`src/common/rsc_pkg.sv`:
```
package rsc_pkg;

    // Clock rate and pulse filter times.
    localparam int          CLK_MHZ       = 100;
    localparam int          T_PIN_MIN_NS  = 2500;
    localparam int          T_BOD_MIN_NS  = 2000;
    localparam int          PIN_CYC       = (T_PIN_MIN_NS * CLK_MHZ + 999) / 1000;
    localparam int          BOD_CYC       = (T_BOD_MIN_NS * CLK_MHZ + 999) / 1000;
    localparam logic [7:0]  PIN_FILT_CYC  = 8'(PIN_CYC);
    localparam logic [7:0]  BOD_FILT_CYC  = 8'(BOD_CYC);
    localparam logic [7:0]  FILT_ZERO     = 8'h00;
    localparam logic [7:0]  FILT_ONE      = 8'h01;

    // Register map.
    localparam logic [7:0]  ADDR_RCCS     = 8'h34;
    localparam logic [7:0]  RCCS_RESET    = 8'h00;
    localparam logic [7:0]  RD_IDLE       = 8'h00;
    localparam int          NUM_FLAGS     = 5;
    localparam int          BIT_POR       = 0;
    localparam int          BIT_PIN       = 1;
    localparam int          BIT_BOD       = 2;
    localparam int          BIT_WDT       = 3;
    localparam int          BIT_TAP       = 4;
    localparam int          BIT_TPD       = 7;

    // Brown-out level fuse codes.
    localparam logic [2:0]  BOD_LVL_OFF   = 3'h7;
    localparam logic [2:0]  BOD_LVL_MIN   = 3'h3;

    // Delay selection field inside the clock select fuses.
    localparam int          TOUT_SEL_HI   = 1;
    localparam int          TOUT_SEL_LO   = 0;
    localparam logic [1:0]  TOUT_SEL_0    = 2'h0;
    localparam logic [1:0]  TOUT_SEL_1    = 2'h1;
    localparam logic [1:0]  TOUT_SEL_2    = 2'h2;
    localparam logic [15:0] TOUT_ONE      = 16'h0001;
    localparam logic [15:0] TOUT_ZERO     = 16'h0000;

    typedef enum logic [2:0] {
        ST_HOLD  = 3'h1,
        ST_DELAY = 3'h2,
        ST_RUN   = 3'h4
    } rsc_state_t;

endpackage

```
`src/rsc_reset_source_controller.sv`:
```
// Our own choices: strobed register access and the placing of the registers.
`timescale 1ns/100ps

// Contract
// - Reset initialises I/O registers, fetch restarts vector.
// - Port pins reset when any source activates.
// - Delay counter stretches reset after sources release.
// - Five reset sources are recognised.
// - Pin low beyond minimum width causes reset.
// - Pin rising starts delay before operation.
// - Supply below detection holds reset immediately.
// - Watchdog expiry gives one-cycle reset pulse.
// - Test-port reset register one holds reset.
// - Enabled brown-out asserts reset, release delayed.
// - Brown-out needs drop longer than minimum width.
// - Level fuse selects threshold, disable, reserved.
// - Test-port reset flag, cleared by power-on, software.
// - Watchdog flag, cleared by power-on or software.
// - Brown-out flag, cleared by power-on or software.
// - Pin flag, cleared by power-on or software.
// - Power-on flag cleared only by software.
// - Disable bit or fuse turns test port off.
// - Debug fuse keeps main clock in deep sleep; code keeps it only while the test port is also enabled.
// - Test data output floats when not shifting.
module rsc_reset_source_controller #(
    parameter logic [15:0] P_TOUT_CYC0 = 16'h0006,
    parameter logic [15:0] P_TOUT_CYC1 = 16'h0100,
    parameter logic [15:0] P_TOUT_CYC2 = 16'h1000,
    parameter logic [15:0] P_TOUT_CYC3 = 16'h4000
) (
    // Clock and reset.
    input  wire logic       i_ref_clk,
    input  wire logic       i_rstn,
    // Register port.
    input  wire logic [7:0] i_addr,
    input  wire logic [7:0] i_wr_data,
    input  wire logic       i_wr_stb,
    input  wire logic       i_rd_stb,
    output logic      [7:0] o_rd_data,
    // Reset sources.
    input  wire logic       i_supply_ok,
    input  wire logic       i_reset_pin_n,
    input  wire logic       i_wdt_expire,
    input  wire logic       i_wdt_enable,
    input  wire logic       i_bod_below,
    input  wire logic       i_tap_reset_reg,
    // Fuses.
    input  wire logic [3:0] i_clock_select_fuses,
    input  wire logic [2:0] i_brownout_level_fuses,
    input  wire logic       i_test_port_enable_fuse,
    input  wire logic       i_debug_enable_fuse,
    // Sleep and test port.
    input  wire logic       i_sleep_power_down,
    input  wire logic       i_sleep_power_save,
    input  wire logic       i_tap_shifting,
    input  wire logic       i_tdo_data,
    // Reset outputs.
    output logic            o_internal_reset,
    output logic            o_io_reg_init,
    output logic            o_port_reset,
    output logic            o_fetch_reset_vector,
    // Power and test port outputs.
    output logic            o_main_clock_keep,
    output logic            o_test_port_enable,
    output logic            o_tdo,
    output logic            o_tdo_oe_n
);

    rsc_pkg::rsc_state_t          state_q;
    rsc_pkg::rsc_state_t          state_d;
    logic [15:0]                  dly_cnt_q;
    logic [15:0]                  tout_sel;
    logic [7:0]                   pin_cnt_q;
    logic [7:0]                   bod_cnt_q;
    logic                         pin_act_q;
    logic                         bod_act_q;
    logic                         bod_enable;
    logic                         wdt_pulse_q;
    logic                         por_act;
    logic                         src_any;
    logic [rsc_pkg::NUM_FLAGS-1:0] flag_set;
    logic [rsc_pkg::NUM_FLAGS-1:0] flag_q;
    logic                         tpd_q;
    logic                         wr_hit;
    logic                         rd_hit;
    logic                         tp_en;
    logic [7:0]                   reg_val;

    // Source detection.
    assign por_act    = !i_supply_ok;
    assign bod_enable = (i_brownout_level_fuses != rsc_pkg::BOD_LVL_OFF)
                        && (i_brownout_level_fuses >= rsc_pkg::BOD_LVL_MIN);
    assign src_any    = por_act || pin_act_q || wdt_pulse_q || bod_act_q
                        || i_tap_reset_reg;

    // Pin reset is only taken once the pin has been low for the minimum width.
    always_ff @(posedge i_ref_clk) begin
        if (!i_rstn) begin
            pin_cnt_q <= rsc_pkg::FILT_ZERO;
            pin_act_q <= 1'b0;
        end else if (i_reset_pin_n) begin
            pin_cnt_q <= rsc_pkg::FILT_ZERO;
            pin_act_q <= 1'b0;
        end else if (pin_cnt_q != rsc_pkg::PIN_FILT_CYC) begin
            pin_cnt_q <= pin_cnt_q + rsc_pkg::FILT_ONE;
            pin_act_q <= (pin_cnt_q + rsc_pkg::FILT_ONE) == rsc_pkg::PIN_FILT_CYC;
        end
    end

    // Brown-out is taken only when enabled and after the minimum pulse width.
    always_ff @(posedge i_ref_clk) begin
        if (!i_rstn) begin
            bod_cnt_q <= rsc_pkg::FILT_ZERO;
            bod_act_q <= 1'b0;
        end else if (!bod_enable || !i_bod_below) begin
            bod_cnt_q <= rsc_pkg::FILT_ZERO;
            bod_act_q <= 1'b0;
        end else if (bod_cnt_q != rsc_pkg::BOD_FILT_CYC) begin
            bod_cnt_q <= bod_cnt_q + rsc_pkg::FILT_ONE;
            bod_act_q <= (bod_cnt_q + rsc_pkg::FILT_ONE) == rsc_pkg::BOD_FILT_CYC;
        end
    end

    // Watchdog expiry becomes a single-cycle reset pulse.
    always_ff @(posedge i_ref_clk) begin
        if (!i_rstn) begin
            wdt_pulse_q <= 1'b0;
        end else begin
            wdt_pulse_q <= i_wdt_enable && i_wdt_expire && !wdt_pulse_q;
        end
    end

    // Delay length from the clock select fuses.
    always_comb begin
        case (i_clock_select_fuses[rsc_pkg::TOUT_SEL_HI:rsc_pkg::TOUT_SEL_LO])
            rsc_pkg::TOUT_SEL_0: tout_sel = P_TOUT_CYC0;
            rsc_pkg::TOUT_SEL_1: tout_sel = P_TOUT_CYC1;
            rsc_pkg::TOUT_SEL_2: tout_sel = P_TOUT_CYC2;
            default:             tout_sel = P_TOUT_CYC3;
        endcase
    end

    // Reset sequencer: hold while any source is active, then stretch.
    always_comb begin
        state_d = state_q;
        case (state_q)
            rsc_pkg::ST_HOLD: begin
                if (!src_any) begin
                    state_d = rsc_pkg::ST_DELAY;
                end
            end
            rsc_pkg::ST_DELAY: begin
                if (src_any) begin
                    state_d = rsc_pkg::ST_HOLD;
                end else if (dly_cnt_q == rsc_pkg::TOUT_ZERO) begin
                    state_d = rsc_pkg::ST_RUN;
                end
            end
            rsc_pkg::ST_RUN: begin
                if (src_any) begin
                    state_d = rsc_pkg::ST_HOLD;
                end
            end
            default: state_d = rsc_pkg::ST_HOLD;
        endcase
    end

    always_ff @(posedge i_ref_clk) begin
        if (!i_rstn) begin
            state_q <= rsc_pkg::ST_HOLD;
        end else begin
            state_q <= state_d;
        end
    end

    // Delay counter is reloaded while held and counts down while stretching.
    always_ff @(posedge i_ref_clk) begin
        if (!i_rstn) begin
            dly_cnt_q <= rsc_pkg::TOUT_ZERO;
        end else if (state_q != rsc_pkg::ST_DELAY) begin
            dly_cnt_q <= tout_sel - rsc_pkg::TOUT_ONE;
        end else if (dly_cnt_q != rsc_pkg::TOUT_ZERO) begin
            dly_cnt_q <= dly_cnt_q - rsc_pkg::TOUT_ONE;
        end
    end

    // Reset outputs.
    always_ff @(posedge i_ref_clk) begin
        if (!i_rstn) begin
            o_internal_reset     <= 1'b1;
            o_io_reg_init        <= 1'b1;
            o_port_reset         <= 1'b1;
            o_fetch_reset_vector <= 1'b0;
        end else begin
            o_internal_reset     <= state_d != rsc_pkg::ST_RUN;
            o_io_reg_init        <= state_d != rsc_pkg::ST_RUN;
            o_port_reset         <= src_any;
            o_fetch_reset_vector <= (state_q == rsc_pkg::ST_DELAY)
                                    && (state_d == rsc_pkg::ST_RUN);
        end
    end

    // Register access.
    assign wr_hit = i_wr_stb && (i_addr == rsc_pkg::ADDR_RCCS);
    assign rd_hit = i_rd_stb && (i_addr == rsc_pkg::ADDR_RCCS);

    always_comb begin
        reg_val                           = rsc_pkg::RCCS_RESET;
        reg_val[rsc_pkg::NUM_FLAGS-1:0]   = flag_q;
        reg_val[rsc_pkg::BIT_TPD]         = tpd_q;
    end

    always_comb begin
        flag_set                  = '0;
        flag_set[rsc_pkg::BIT_POR] = por_act;
        flag_set[rsc_pkg::BIT_PIN] = pin_act_q;
        flag_set[rsc_pkg::BIT_BOD] = bod_act_q;
        flag_set[rsc_pkg::BIT_WDT] = wdt_pulse_q;
        flag_set[rsc_pkg::BIT_TAP] = i_tap_reset_reg;
    end

    // Each flag is set on its own source; a set beats any clear in the same cycle.
    for (genvar gi = 0; gi < rsc_pkg::NUM_FLAGS; gi++) begin : g_flag
        always_ff @(posedge i_ref_clk) begin
            if (!i_rstn) begin
                flag_q[gi] <= 1'b0;
            end else if (flag_set[gi]) begin
                flag_q[gi] <= 1'b1;
            end else if (wr_hit && !i_wr_data[gi]) begin
                flag_q[gi] <= 1'b0;
            end else if ((gi != rsc_pkg::BIT_POR) && por_act) begin
                flag_q[gi] <= 1'b0;
            end
        end
    end

    // Test port disable bit is an ordinary I/O bit, cleared during internal reset.
    always_ff @(posedge i_ref_clk) begin
        if (!i_rstn || (state_q != rsc_pkg::ST_RUN)) begin
            tpd_q <= 1'b0;
        end else if (wr_hit) begin
            tpd_q <= i_wr_data[rsc_pkg::BIT_TPD];
        end
    end

    always_ff @(posedge i_ref_clk) begin
        if (!i_rstn) begin
            o_rd_data <= rsc_pkg::RD_IDLE;
        end else if (rd_hit) begin
            o_rd_data <= reg_val;
        end else begin
            o_rd_data <= rsc_pkg::RD_IDLE;
        end
    end

    // Test port and clock keeping.
    assign tp_en = i_test_port_enable_fuse && !tpd_q;

    always_ff @(posedge i_ref_clk) begin
        if (!i_rstn) begin
            o_test_port_enable <= 1'b0;
            o_main_clock_keep  <= 1'b0;
            o_tdo              <= 1'b0;
            o_tdo_oe_n         <= 1'b1;
        end else begin
            o_test_port_enable <= tp_en;
            o_main_clock_keep  <= i_debug_enable_fuse && tp_en
                                  && (i_sleep_power_down || i_sleep_power_save);
            o_tdo              <= i_tdo_data;
            o_tdo_oe_n         <= !(tp_en && i_tap_shifting);
        end
    end

    // Checks.
    a_src_holds_reset: assert property (
        @(posedge i_ref_clk) disable iff (!i_rstn)
        src_any |=> (o_internal_reset && o_port_reset)
    ) else $error("Active source did not assert reset.");

    a_delay_release: assert property (
        @(posedge i_ref_clk) disable iff (!i_rstn)
        (state_q == rsc_pkg::ST_DELAY && dly_cnt_q == rsc_pkg::TOUT_ZERO && !src_any)
        |=> (o_fetch_reset_vector && !o_internal_reset)
    ) else $error("Delay expiry did not release reset.");

    a_hold_to_delay: assert property (
        @(posedge i_ref_clk) disable iff (!i_rstn)
        (state_q == rsc_pkg::ST_HOLD && !src_any)
        |=> (state_q == rsc_pkg::ST_DELAY && dly_cnt_q == $past(tout_sel) - rsc_pkg::TOUT_ONE)
    ) else $error("Delay counter not started on release.");

    a_pin_filter: assert property (
        @(posedge i_ref_clk) disable iff (!i_rstn)
        pin_act_q |-> (pin_cnt_q == rsc_pkg::PIN_FILT_CYC && $past(!i_reset_pin_n))
    ) else $error("Pin reset taken before minimum width.");

    a_bod_filter: assert property (
        @(posedge i_ref_clk) disable iff (!i_rstn)
        $rose(bod_act_q) |-> ($past(bod_cnt_q) == rsc_pkg::BOD_FILT_CYC - rsc_pkg::FILT_ONE)
    ) else $error("Brown-out taken before minimum width.");

    a_bod_disabled: assert property (
        @(posedge i_ref_clk) disable iff (!i_rstn)
        (i_brownout_level_fuses == rsc_pkg::BOD_LVL_OFF) |=> !bod_act_q
    ) else $error("Disabled brown-out detector caused reset.");

    a_wdt_one_cycle: assert property (
        @(posedge i_ref_clk) disable iff (!i_rstn)
        wdt_pulse_q |=> !wdt_pulse_q ##0 flag_q[rsc_pkg::BIT_WDT]
    ) else $error("Watchdog pulse not one cycle or flag not set.");

    a_wdt_delay_start: assert property (
        @(posedge i_ref_clk) disable iff (!i_rstn)
        ($fell(wdt_pulse_q) && !src_any) |=> state_q == rsc_pkg::ST_DELAY
    ) else $error("Delay not started on watchdog pulse fall.");

    a_por_flag_keep: assert property (
        @(posedge i_ref_clk) disable iff (!i_rstn)
        $fell(flag_q[rsc_pkg::BIT_POR]) |-> $past(wr_hit && !i_wr_data[rsc_pkg::BIT_POR])
    ) else $error("Power-on flag cleared without software write.");

    a_tdo_float: assert property (
        @(posedge i_ref_clk) disable iff (!i_rstn)
        (tp_en && !i_tap_shifting) |=> o_tdo_oe_n
    ) else $error("Test data output driven while not shifting.");

endmodule // rsc_reset_source_controller

```
`config.mk`:
```
export PLATFORM = sky130hd
export DESIGN_NAME = rsc_reset_source_controller
export DESIGN_NICKNAME = d
export VERILOG_FILES = /design/src/common/rsc_pkg.sv /design/src/rsc_reset_source_controller.sv
export SDC_FILE = /design/constraint.sdc
export NUM_CORES = 1
export LEC_CHECK = 0
export BUFFER_PORTS_ARGS = -buffer_cell sky130_fd_sc_hd__buf_4
export CORE_UTILIZATION = 49
export CTS_BUF_LIST = sky130_fd_sc_hd__clkbuf_2 sky130_fd_sc_hd__clkbuf_4 sky130_fd_sc_hd__clkbuf_8
export DETAILED_ROUTE_END_ITERATION = 8
export PLACE_DENSITY_LB_ADDON = 0.15
export SLEW_MARGIN = 20
export SYNTH_ARGS = -nofsm -noshare
export SYNTH_HDL_FRONTEND = slang
export SYNTH_SLANG_ARGS = --single-unit
```
`constraint.sdc`:
```
create_clock -name i_ref_clk -period 2.3 [get_ports i_ref_clk]
set_input_delay 0.46 -clock i_ref_clk [delete_from_list [all_inputs] [get_ports i_ref_clk]]
set_output_delay 0.46 -clock i_ref_clk [all_outputs]
set_load 0.05 [all_outputs]
```
==> run metrics, run 1 <==
CTS buffer count=9; initial antenna violation count=0; final slew viol count=0; CP Capture Type=flop; Sink Count=57; Min Hold Slack=0.2812 ns; Tot Pwr=0.002418 W; post-CTS setup buffers=0; CP arrival=2.37 ns; Routed WL per cell=12.63 microns; Vert. Die Dim=75.07 microns; CTS resizes=0; clock root buffer master=clkbuf_8; headroom to the max-slew limit=54.61%; total wire length=5444 microns; Syn-to-layout area delta=27.74%; Min-Delay Path Class=in -> reg; die area=5636 sq um; final worst path period share=94.03%; Congestion Overflow GR=0; first-pass GRT wire length=8700 microns; largest net degree at the start of global routing=17; CP required=2.51 ns; top cells by area, synth=dfxtp_1 44%, nor2_1 5.2%, xnor2_1 4.4%, a21oi_1 4.2%, ha_1 2.9%; achievable frequency=0.4624 GHz; final-stage net count=401; outcome=complete, no violations; Final ANT Viol Nets=0; Tot GR Track Use=21.02%; highest net fanout along the worst path=7; CP startpoint kind=flop; Pre-antenna DRT Iters=4; hold-fix buffer count after cts=0; I/O pins=55; DIE WIDTH=75.07 microns; worst-skew pair later-pin latency=0.33 ns; min cycle time layout=2.163 ns; P_leak=1.335 nW; Initial Util=50.90%; setup TNS=0 ns; Yosys cell types=51; DP HPWL=3934 microns; Final Wtd Congestion=0.8481; P per Cell Area=723.6 nW/um^2; VDD IR max=0.4608 mV; Critical Setup Path Class=reg -> reg; Fin. Hold Viols=0; vias per inst=5.267; Post-Route Skew=0.007099 ns; FFs w/ async S/R, synth=0%; most instantiated library cell after synthesis=dfxtp_1; # setup viols final=0; worst-margin pin slew=0.6756 ns; vias in the first global route=2014; Synth area leader=dfxtp_1; layout cells sized above 1=24.38%; # rows=26; syn avg cell area=8.779 sq um; Max-cap violations=0; Antenna Cells=0; maximum root-to-sink buffer count=2; Vias=2270; Seq/Total Area, Yosys=43.62%; synthesized flop and latch total=57; Post-Syn Area=2616 sq um; DP Worst Slack=0.1123 ns; commonest cells in the netlist=57 x dfxtp_1, 36 x nor2_1, 22 x a21oi_1; Setup WS post-layout=0.1372 ns; clock slew at reported path FFs=0.06 ns; number of synthesized flops with an enable pin=0; I/O Buffers=48; YS warnings=0; CTS H-tree lvls=3; Synth Instances=298; post-synth top area share=43.62%; Std-Cell Core Area=5140 sq um; Primary FF master, synth=dfxtp_1; RSZ-0062 raised after global routing=false; DRC viols=0; TritonCTS clock tree=built; Starting DRT DRC Count=74
==> critical path, stage by stage, from the launching register on <==
cell and delay (ns):
dfxtp_1 0.44, nor3b_4 0.07, buf_4 0.16, a21oi_1 0.15, ha_1 0.23, inv_1 0.07
or3_4 0.39, o41ai_4 0.28, a211o_2 0.18, a31oi_1 0.07
==> path summary, 6_finish.rpt <==
check	startpoint	endpoint	slack, ns	depth (start not counted)
max	state_q[0]	dly_cnt_q[14]	0.14	9
min	i_tap_shifting	o_tdo_oe_n	0.28	2
max reg2reg	state_q[0]	dly_cnt_q[14]	0.14	9
min reg2reg	flag_q[0]	o_rd_data[0]	0.45	1
==> sequential cells by signal, indices dropped and copies added, names as in the netlist, 3 cells and up <==
register	cells
bod_cnt_q	8
dly_cnt_q	16
flag_q	5
o_rd_data	6
pin_cnt_q	8
state_q	3
==> cells in the final DEF, fill, tap and decap left out, drive strengths merged, types with 11 or more instances in the layout <==
cell / instances
clkbuf: 11
nor2: 36
a21oi: 22
nand2: 19
buf: 59
dfxtp: 57
nor3: 12
xnor2: 13
nand3: 13
inv: 11
==> logic make-up after synthesis <==
logic type / share of synthesized area [%]
adders and majority gates: 2.869
xor gates and xnor gates: 7.030
other: 0.1433
buffers and inverters: 4.208
muxes: 1.196
DFF: 43.62
AOI/OAI and AO/OA: 15.93
and+or+nand+nor: 25.01
==> metal layers <==
layer | GRT usage (%) | up-vias | part of all wire [%]
met5 | 0 | - | 0
met4 | 12.79 | 0 | 2.4
met3 | 7.229 | 12 | 4.7
met2 | 33.13 | 59 | 49
met1 | 24.67 | 1037 | 44
li1 | - | 1162 | -
==> report_power, final <==
group / internal [W] / switching, W / leakage, nW
combinational: 0.000109 / 0.000113 / 0.746
clock: 0.000759 / 0.000391 / 0.123
sequential: 0.00102 / 0.0000293 / 0.467
total: 0.00189 / 0.000532 / 1.34
==> stage by stage <==
step                utilization [%]  instances  area [sq um]
floorplan                         -        299          2623
global placement              59.96        415          3082
detailed placement            59.96        415          3082
CTS                           64.78        431          3329
global route                  65.02        431          3342
finish                        65.02        431          3342
==> layout make-up <==
type                       count  area (sq um)
sequential                    57          1142
clock inverter                 5         102.6
inverter                      11         41.29
tap                           70         87.58
fill                         454          1798
timing repair buffer          59         442.9
clock buffer                  11         145.1
multi-input combinational    218          1380
No activity file was read; power rests on OpenSTA's default activity.
==> run 2, diff against run 1 <==
--- a/config.mk
+++ b/config.mk
@@ -6,10 +6,11 @@
 export NUM_CORES = 1
 export LEC_CHECK = 0
 export BUFFER_PORTS_ARGS = -buffer_cell sky130_fd_sc_hd__buf_4
+export CORE_MARGIN = 3
 export CORE_UTILIZATION = 49
 export CTS_BUF_LIST = sky130_fd_sc_hd__clkbuf_2 sky130_fd_sc_hd__clkbuf_4 sky130_fd_sc_hd__clkbuf_8
 export DETAILED_ROUTE_END_ITERATION = 8
-export PLACE_DENSITY_LB_ADDON = 0.15
+export PLACE_DENSITY = 0.77
 export SLEW_MARGIN = 20
 export SYNTH_ARGS = -nofsm -noshare
 export SYNTH_HDL_FRONTEND = slang
==> run 2 against run 1 <==
  * Hold slack gained 0.0025 ns
  * Sequential power is essentially flat
  * Critical path type unchanged
  * First-iteration DRC count grew 51%
  * Setup slack lost 0.017 ns
  * Clock-buffer cell count shrank 1
  * Via count is essentially flat
  * Largest power group is now sequential cells
==> run metrics, run 2 (synthesis gave the netlist of run 1 again) <==
Worst R2R Setup Slack=0.12 ns (-0.02 ns); die area=6252 sq um (+11%); Final Instance Area=3247 sq um (-2.8%); Reg with most FFs=dly_cnt_q; Tot GR Track Use=19.27% (-1.8 points); VDD IR max=0.3310 mV (-28%); vias in the first global route=2101 (+4.3%); Std-Cell Core Area=4942 sq um (-3.8%); FF-to-FF Start=state_q[0]; final slew viol count=0 (unchanged); P_leak=1.290 nW (-3.4%); Vert. Die Dim=79.07 microns (+5.3%); CTS H-tree lvls=3 (unchanged); largest net degree at the start of global routing=18 (+1); maximum root-to-sink buffer count=2 (unchanged); Vias=2269 (-0.044%); Hold EP=o_tdo_oe_n; vias per inst=5.314 (+0.89%); first-pass GRT wire length=9335 microns (+7.3%); DRC viols=0 (unchanged); worst-margin pin slew=0.6766 ns (+0.0009747 ns); # rows=25 (-3.8%); Worst Hold Launch=i_tap_shifting; I/O Buffers=48 (unchanged); min cycle time layout=2.180 ns (+0.01673 ns); Pre-antenna DRT Iters=4 (unchanged); layout cells sized above 1=24.17% (-0.21 points); Critical Setup Path Class=reg -> reg; R2R depth=9 (unchanged); DP Worst Slack=0.03654 ns (-0.07572 ns); CP required=2.51 ns (about the same); biggest regs=dly_cnt_q (16), bod_cnt_q (8), pin_cnt_q (8); Initial Util=52.94% (+2.0 points); outcome=complete, no violations; DIE WIDTH=79.07 microns (+5.3%); commonest non-fill, non-tap cell in the layout=buf_4; clock slew at reported path FFs=0.06 ns (about the same); total wire length=5620 microns (+3.2%); initial antenna violation count=0 (unchanged); Min-Delay Path Class=in -> reg; Fin. Hold Viols=0 (unchanged); Sink Count=57 (unchanged); Post-Route Skew=0.006582 ns (-0.0005164 ns); Syn-to-layout area delta=24.10%; TritonCTS clock tree=built; CTS buffer count=9 (unchanged); placed cell area=3063 sq um (-0.61%); Antenna Cells=0 (unchanged); worst-skew pair later-pin latency=0.33 ns (about the same); Min Hold Slack=0.2837 ns (+0.002547 ns); final-stage net count=400 (-0.25%); Congestion Overflow GR=0 (unchanged); most frequent cells in the layout=58 x buf_4, 56 x dfxtp_1, 36 x nor2_1, 22 x a21oi_1, 19 x nand2_1; DP HPWL=4064 microns (+3.3%); CP Capture Type=flop; Final Wtd Congestion=0.8350 (-1.5%); # setup viols final=0 (unchanged); number of flip-flops under the largest register name=16 (unchanged); hold-fix buffer count after cts=0 (unchanged); Starting DRT DRC Count=112 (+51%); Max-cap violations=0 (unchanged); Final ANT Viol Nets=0 (unchanged); P per Cell Area=632.4 nW/um^2 (-13%); achievable frequency=0.4588 GHz (-0.77%); CP arrival=2.39 ns (+0.02 ns); Setup WS post-layout=0.1205 ns (-0.01673 ns); final worst path period share=94.76% (+0.73 points); headroom to the max-slew limit=54.55% (-0.065 points); Routed WL per cell=13.16 microns (+4.2%); I/O pins=55 (unchanged); highest net fanout along the worst path=6 (-1); CP startpoint kind=flop; clock root buffer master=clkbuf_8; R2R Path End=dly_cnt_q[14]; Cells on Worst Hold Path=2 (unchanged)
-- run 2: cell count changes in the layout (fill, tap and decap cells not counted) --
cell / before / now
a211oi_2: 1 / 0
ha_2: 0 / 1
clkbuf_8: 10 / 9
clkinvlp_4: 1 / 2
bufinv_16: 3 / 0
ha_1: 6 / 5
clkinv_2: 1 / 4
buf_4: 59 / 58
a211oi_1: 5 / 6
-- run 2: timing repair --
item,in CTS,in global routing
gates resized for setup,0,3
setup endpoints to repair,0,4
buffers inserted,0,1
-- run 2: cell type report --
cell class,count,area (sq um)
fill,428,1695
multi-input combinational,218,1378
timing repair buffer,58,435.4
clock inverter,6,35.03
tap,67,83.83
clock buffer,10,131.4
sequential,57,1142
inverter,11,41.29
-- run 2: worst max-delay path: stages (launching register included) --
cell and delay (ns):
dfxtp_1 0.37, nor3b_4 0.26, nor3_1 0.10, a21oi_1 0.16
ha_2 0.21, inv_1 0.05, or3_4 0.39, o41ai_4 0.26
a211o_2 0.19, a31oi_1 0.07
-- run 2: through the flow --
step / TNS [ns] / total power, W / utilization, % / instances
final: 0 / 0.002053 / 65.70 / 427
after global routing: -0.01696 / 0.002150 / 65.70 / 427
after CTS: 0 / 0.002075 / 65.34 / 426
after detailed placement: 0 / 0.001286 / 61.97 / 410
after global placement: 0 / 0.001282 / 61.97 / 410
after floorplan: 0 / 0.001203 / - / 299
-- run 2: how the worst max path moves through the flow --
stage	end	startpoint	depth (start not counted)	slack (ns)
6_report	dly_cnt_q[14]	state_q[0]	9	0.12
4_1_cts	dly_cnt_q[14]	state_q[1]	9	0.01
5_1_grt	dly_cnt_q[14]	state_q[0]	9	-0.01
3_3_place_gp	dly_cnt_q[14]	state_q[1]	9	0.13
2_1_floorplan	dly_cnt_q[14]	state_q[1]	10	0.007
3_5_place_dp	dly_cnt_q[14]	state_q[1]	9	0.04
-- run 2: power breakdown --
group          total, W  internal (W)  switching (W)
sequential      0.00105       0.00102      0.0000291
clock          0.000784      0.000394       0.000391
combinational  0.000222      0.000109       0.000113
total           0.00205       0.00152       0.000533
-- run 2: layer usage --
layer	routed length, microns	vias to the layer above	share of wire, %	track usage, %
met1	2452	1038	44	23.18
li1	-	1163	-	-
met5	0	-	0	0
met3	333	4	5.9	7.596
met4	48	0	0.85	6.529
met2	2785	64	50	31.31
==> run 3, diff against run 2 <==
--- a/config.mk
+++ b/config.mk
@@ -5,12 +5,13 @@
 export SDC_FILE = /design/constraint.sdc
 export NUM_CORES = 1
 export LEC_CHECK = 0
+export ABC_AREA = 1
 export BUFFER_PORTS_ARGS = -buffer_cell sky130_fd_sc_hd__buf_4
 export CORE_MARGIN = 3
 export CORE_UTILIZATION = 49
 export CTS_BUF_LIST = sky130_fd_sc_hd__clkbuf_2 sky130_fd_sc_hd__clkbuf_4 sky130_fd_sc_hd__clkbuf_8
 export DETAILED_ROUTE_END_ITERATION = 8
-export PLACE_DENSITY = 0.77
+export PLACE_DENSITY = 0.76
 export SLEW_MARGIN = 20
 export SYNTH_ARGS = -nofsm -noshare
 export SYNTH_HDL_FRONTEND = slang
==> run 3 against run 2 <==
  * Non-clock buffer count is 8 lower
  * Total power is 4.3% higher
  * Clock skew is 0.00070 ns higher
  * Setup slack better by 0.16 ns
  * Largest power group unchanged
  * Routed wire length is 0.50% higher
  * Critical endpoint is now dly_cnt_q[12]
  * First-iteration DRC count is 14% lower
  * Hold slack better by 0.0050 ns
  * Combinational power hardly changed
==> run metrics, run 3 <==
outcome=complete, no violations; Pre-antenna DRT Iters=4 (unchanged); CTS buffer count=9 (unchanged); Vert. Die Dim=80.73 microns (+2.1%); Tot Pwr=0.002143 W (+4.3%); DRC viols=0 (unchanged); hold-fix buffer count after cts=0 (unchanged); number of flip-flops under the largest register name=16 (unchanged); Most common cell on crit path=nand2_1; FFs w/ async S/R, synth=0% (unchanged); min cycle time layout=2.021 ns (-0.1581 ns); slowest stage delay, CP=0.54 ns (+0.15 ns); achievable frequency=0.4947 GHz (+7.8%); final-stage net count=478 (+20%); Min-Delay Path Class=in -> reg; I/O Buffers=48 (unchanged); Min Hold Slack=0.2887 ns (+0.004975 ns); layout cells sized above 1=18.08% (-6.1 points); die area=6517 sq um (+4.2%); TritonCTS clock tree=built; # rows=26 (+4.0%); Synth area leader=dfxtp_1; Seq/Total Area, Yosys=41.70% (-1.9 points); DP HPWL=4256 microns (+4.7%); Switch Pwr=0.0005174 W (-2.9%); internal cell power=0.001625 W (+6.9%); vias per inst=4.789 (-9.9%); Synth Area in Compound Gates=8.962% (-7.0 points); Fin. Hold Viols=0 (unchanged); sequential share of power=48.6% (-2.4 points); Yosys cell types=33 (-35%); setup TNS=0 ns (unchanged); Final Wtd Congestion=0.8656 (+3.7%); Congestion Overflow GR=0 (unchanged); initial antenna violation count=0 (unchanged); Reg with most FFs=dly_cnt_q; Post-Syn Area=2736 sq um (+4.6%); biggest regs=dly_cnt_q (16), bod_cnt_q (8), pin_cnt_q (8); delay-heaviest family, CP=simple AND/OR/NAND/NOR gates; Max-cap violations=0 (unchanged); maximum root-to-sink buffer count=2 (unchanged); synthesized flop and latch total=57 (unchanged); commonest non-fill, non-tap cell in the layout=nand2_1; Tot GR Track Use=18.94% (-0.33 points); CTS H-tree lvls=3 (unchanged); Routed WL per cell=11.14 microns (-15%); largest net degree at the start of global routing=19 (+1); Syn-to-layout area delta=21.77%; Starting DRT DRC Count=96 (-14%); Post-Synth XOR/XNOR Area=4.161% (-2.9 points); commonest cells in the netlist=70 x nand2_1, 63 x nor2_1, 57 x dfxtp_1, 57 x inv_1, 32 x nand3_1; worst-skew pair later-pin latency=0.33 ns (about the same); simple-gate share of the synthesized area=32.33% (+7.3 points); post-CTS setup buffers=0 (unchanged); Synth Instances=380 (+28%); Sw Share=24.15% (-1.8 points); Clock power frac=41.1% (+2.9 points); clock root buffer master=clkbuf_8; Vias=2428 (+7.0%); syn avg cell area=7.201 sq um (-18%); DIE WIDTH=80.73 microns (+2.1%); CP required=2.52 ns (about the same); first-pass GRT wire length=9487 microns (+1.6%); final core utilization=63.62% (-2.1 points); highest net fanout along the worst path=15 (+9); Post-Route Skew=0.007279 ns (+0.0006965 ns); Critical path buffers and inverters=1 (unchanged); CTS resizes=0 (unchanged); Setup WS post-layout=0.2786 ns (+0.1581 ns); P per Cell Area=643.0 nW/um^2 (+1.7%); # setup viols final=0 (unchanged); final slew viol count=0 (unchanged); final worst path period share=87.89% (-6.9 points); Antenna Cells=0 (unchanged); Final ANT Viol Nets=0 (unchanged); FILL cells=454 (+6.1%); post-synthesis mux area share=0% (-1.2 points); DP Worst Slack=0.3262 ns (+0.2896 ns); most frequent cells in the layout=70 x nand2_1, 63 x nor2_1, 57 x inv_1, 57 x dfxtp_1, 50 x buf_4; Sink Count=57 (unchanged); vias in the first global route=2249 (+7.0%); RSZ-0062 raised after global routing=false; CP startpoint kind=flop; post-synth top area share=41.70% (-1.9 points); largest family of logic cells by synthesized area=simple AND/OR/NAND/NOR gates; Primary FF master, synth=dfxtp_1; I/O pins=55 (unchanged); Worst path slowest cell=dfxtp_1; YS warnings=0 (unchanged); most instantiated library cell after synthesis=nand2_1; Std-Cell Core Area=5238 sq um (+6.0%); total wire length=5648 microns (+0.50%); CP arrival=2.25 ns (-0.14 ns); P_leak=1.581 nW (+23%); Adder-Cell Fraction of Synth Area=2.743% (-0.13 points); VDD IR max=0.4714 mV (+42%); CP Capture Type=flop; logic gate share of total power=10.3% (-0.5 points); Critical Setup Path Class=reg -> reg; clock slew at reported path FFs=0.06 ns (about the same); crit path cell chain=nand2_4 -> nand3_2 -> nand2_1 -> inv_1 -> ha_1 -> nand3_2 -> nor2_4 -> nand3_1 -> nand2_1 -> nand2_1 -> nand2_1 -> nor2_1; number of synthesized flops with an enable pin=0 (unchanged); top cells by area, synth=dfxtp_1 42%, nand2_1 9.6%, nor2_1 8.6%, inv_1 7.8%, nand3_1 5.9%; Initial Util=52.25% (-0.69 points)
[run 3: cell types whose count changed after synthesis, moves of 6 or more]
cell	change
a21oi_1	-9
and2_1	-8
inv_1	+46
nand2_1	+51
nand2b_1	-7
nand3_1	+19
nor2_1	+27
nor2_2	+6
o211ai_1	-6
xnor2_1	-8
[run 3: area by class of cell]
type | instances | area (sq um) | area share [%]
well taps | 70 | 87.58 | 2.629
repair buffers | 50 | 375.4 | 11.27
inverters | 58 | 217.7 | 6.534
clock inverters | 4 | 45.04 | 1.352
clock buffers | 11 | 138.9 | 4.168
multi-input cells | 257 | 1326 | 39.80
flip-flops and latches | 57 | 1141 | 34.25
[run 3: final timing paths]
check,depth (start not counted),slack [ns],start,end
worst max-delay path,12,0.28,state_q[1],dly_cnt_q[12]
worst min-delay path,2,0.29,i_tap_shifting,o_tdo_oe_n
worst max register to register,12,0.28,state_q[1],dly_cnt_q[12]
worst min register to register,2,0.43,flag_q[2],o_rd_data[2]
[run 3: metal layers]
metal  track usage (%)  share of wire, %  vias to the layer above
met1             22.58                45                     1066
li1                  -                 -                     1305
met3             6.874               4.4                       13
met4             7.770               1.7                        0
met2             30.96                49                       44
met5                 0                 0                        -
[run 3: power by group through the flow]
stage               logic (W)  clock network (W)  registers (W)
finish               0.000220           0.000881        0.00104
global route         0.000249           0.000946        0.00104
CTS                  0.000221           0.000910        0.00104
detailed placement   0.000220                  0        0.00106
global placement     0.000215                  0        0.00106
floorplan            0.000133                  0        0.00107
[run 3: through the flow]
| stage | instances | instance area, sq um |
|---|---|---|
| 2_1_floorplan | 381 | 2740 |
| 3_3_place_gp | 492 | 3148 |
| 3_5_place_dp | 492 | 3148 |
| 4_1_cts | 507 | 3332 |
| 5_1_grt | 507 | 3332 |
| 6_report | 507 | 3332 |
[run 3: cells by family (layout without fill, tap and decap cells)]
group	count (synthesis)	in the layout
AND/OR/NAND/NOR	198	198
flip-flops	57	57
other	1	2
adder cells (fa/ha/maj)	6	6
buffers and inverters	67	123
AO/OA/AOI/OAI	38	38
XOR/XNOR	13	13
[run 3: worst reg2reg max path, cell delays in order, from the launching register on]
cell	delay [ns]
dfxtp_1	0.54
nand2_4	0.23
nand3_2	0.16
nand2_1	0.06
inv_1	0.05
ha_1	0.19
nand3_2	0.14
nor2_4	0.23
nand3_1	0.11
nand2_1	0.07
nand2_1	0.04
nand2_1	0.05
nor2_1	0.03
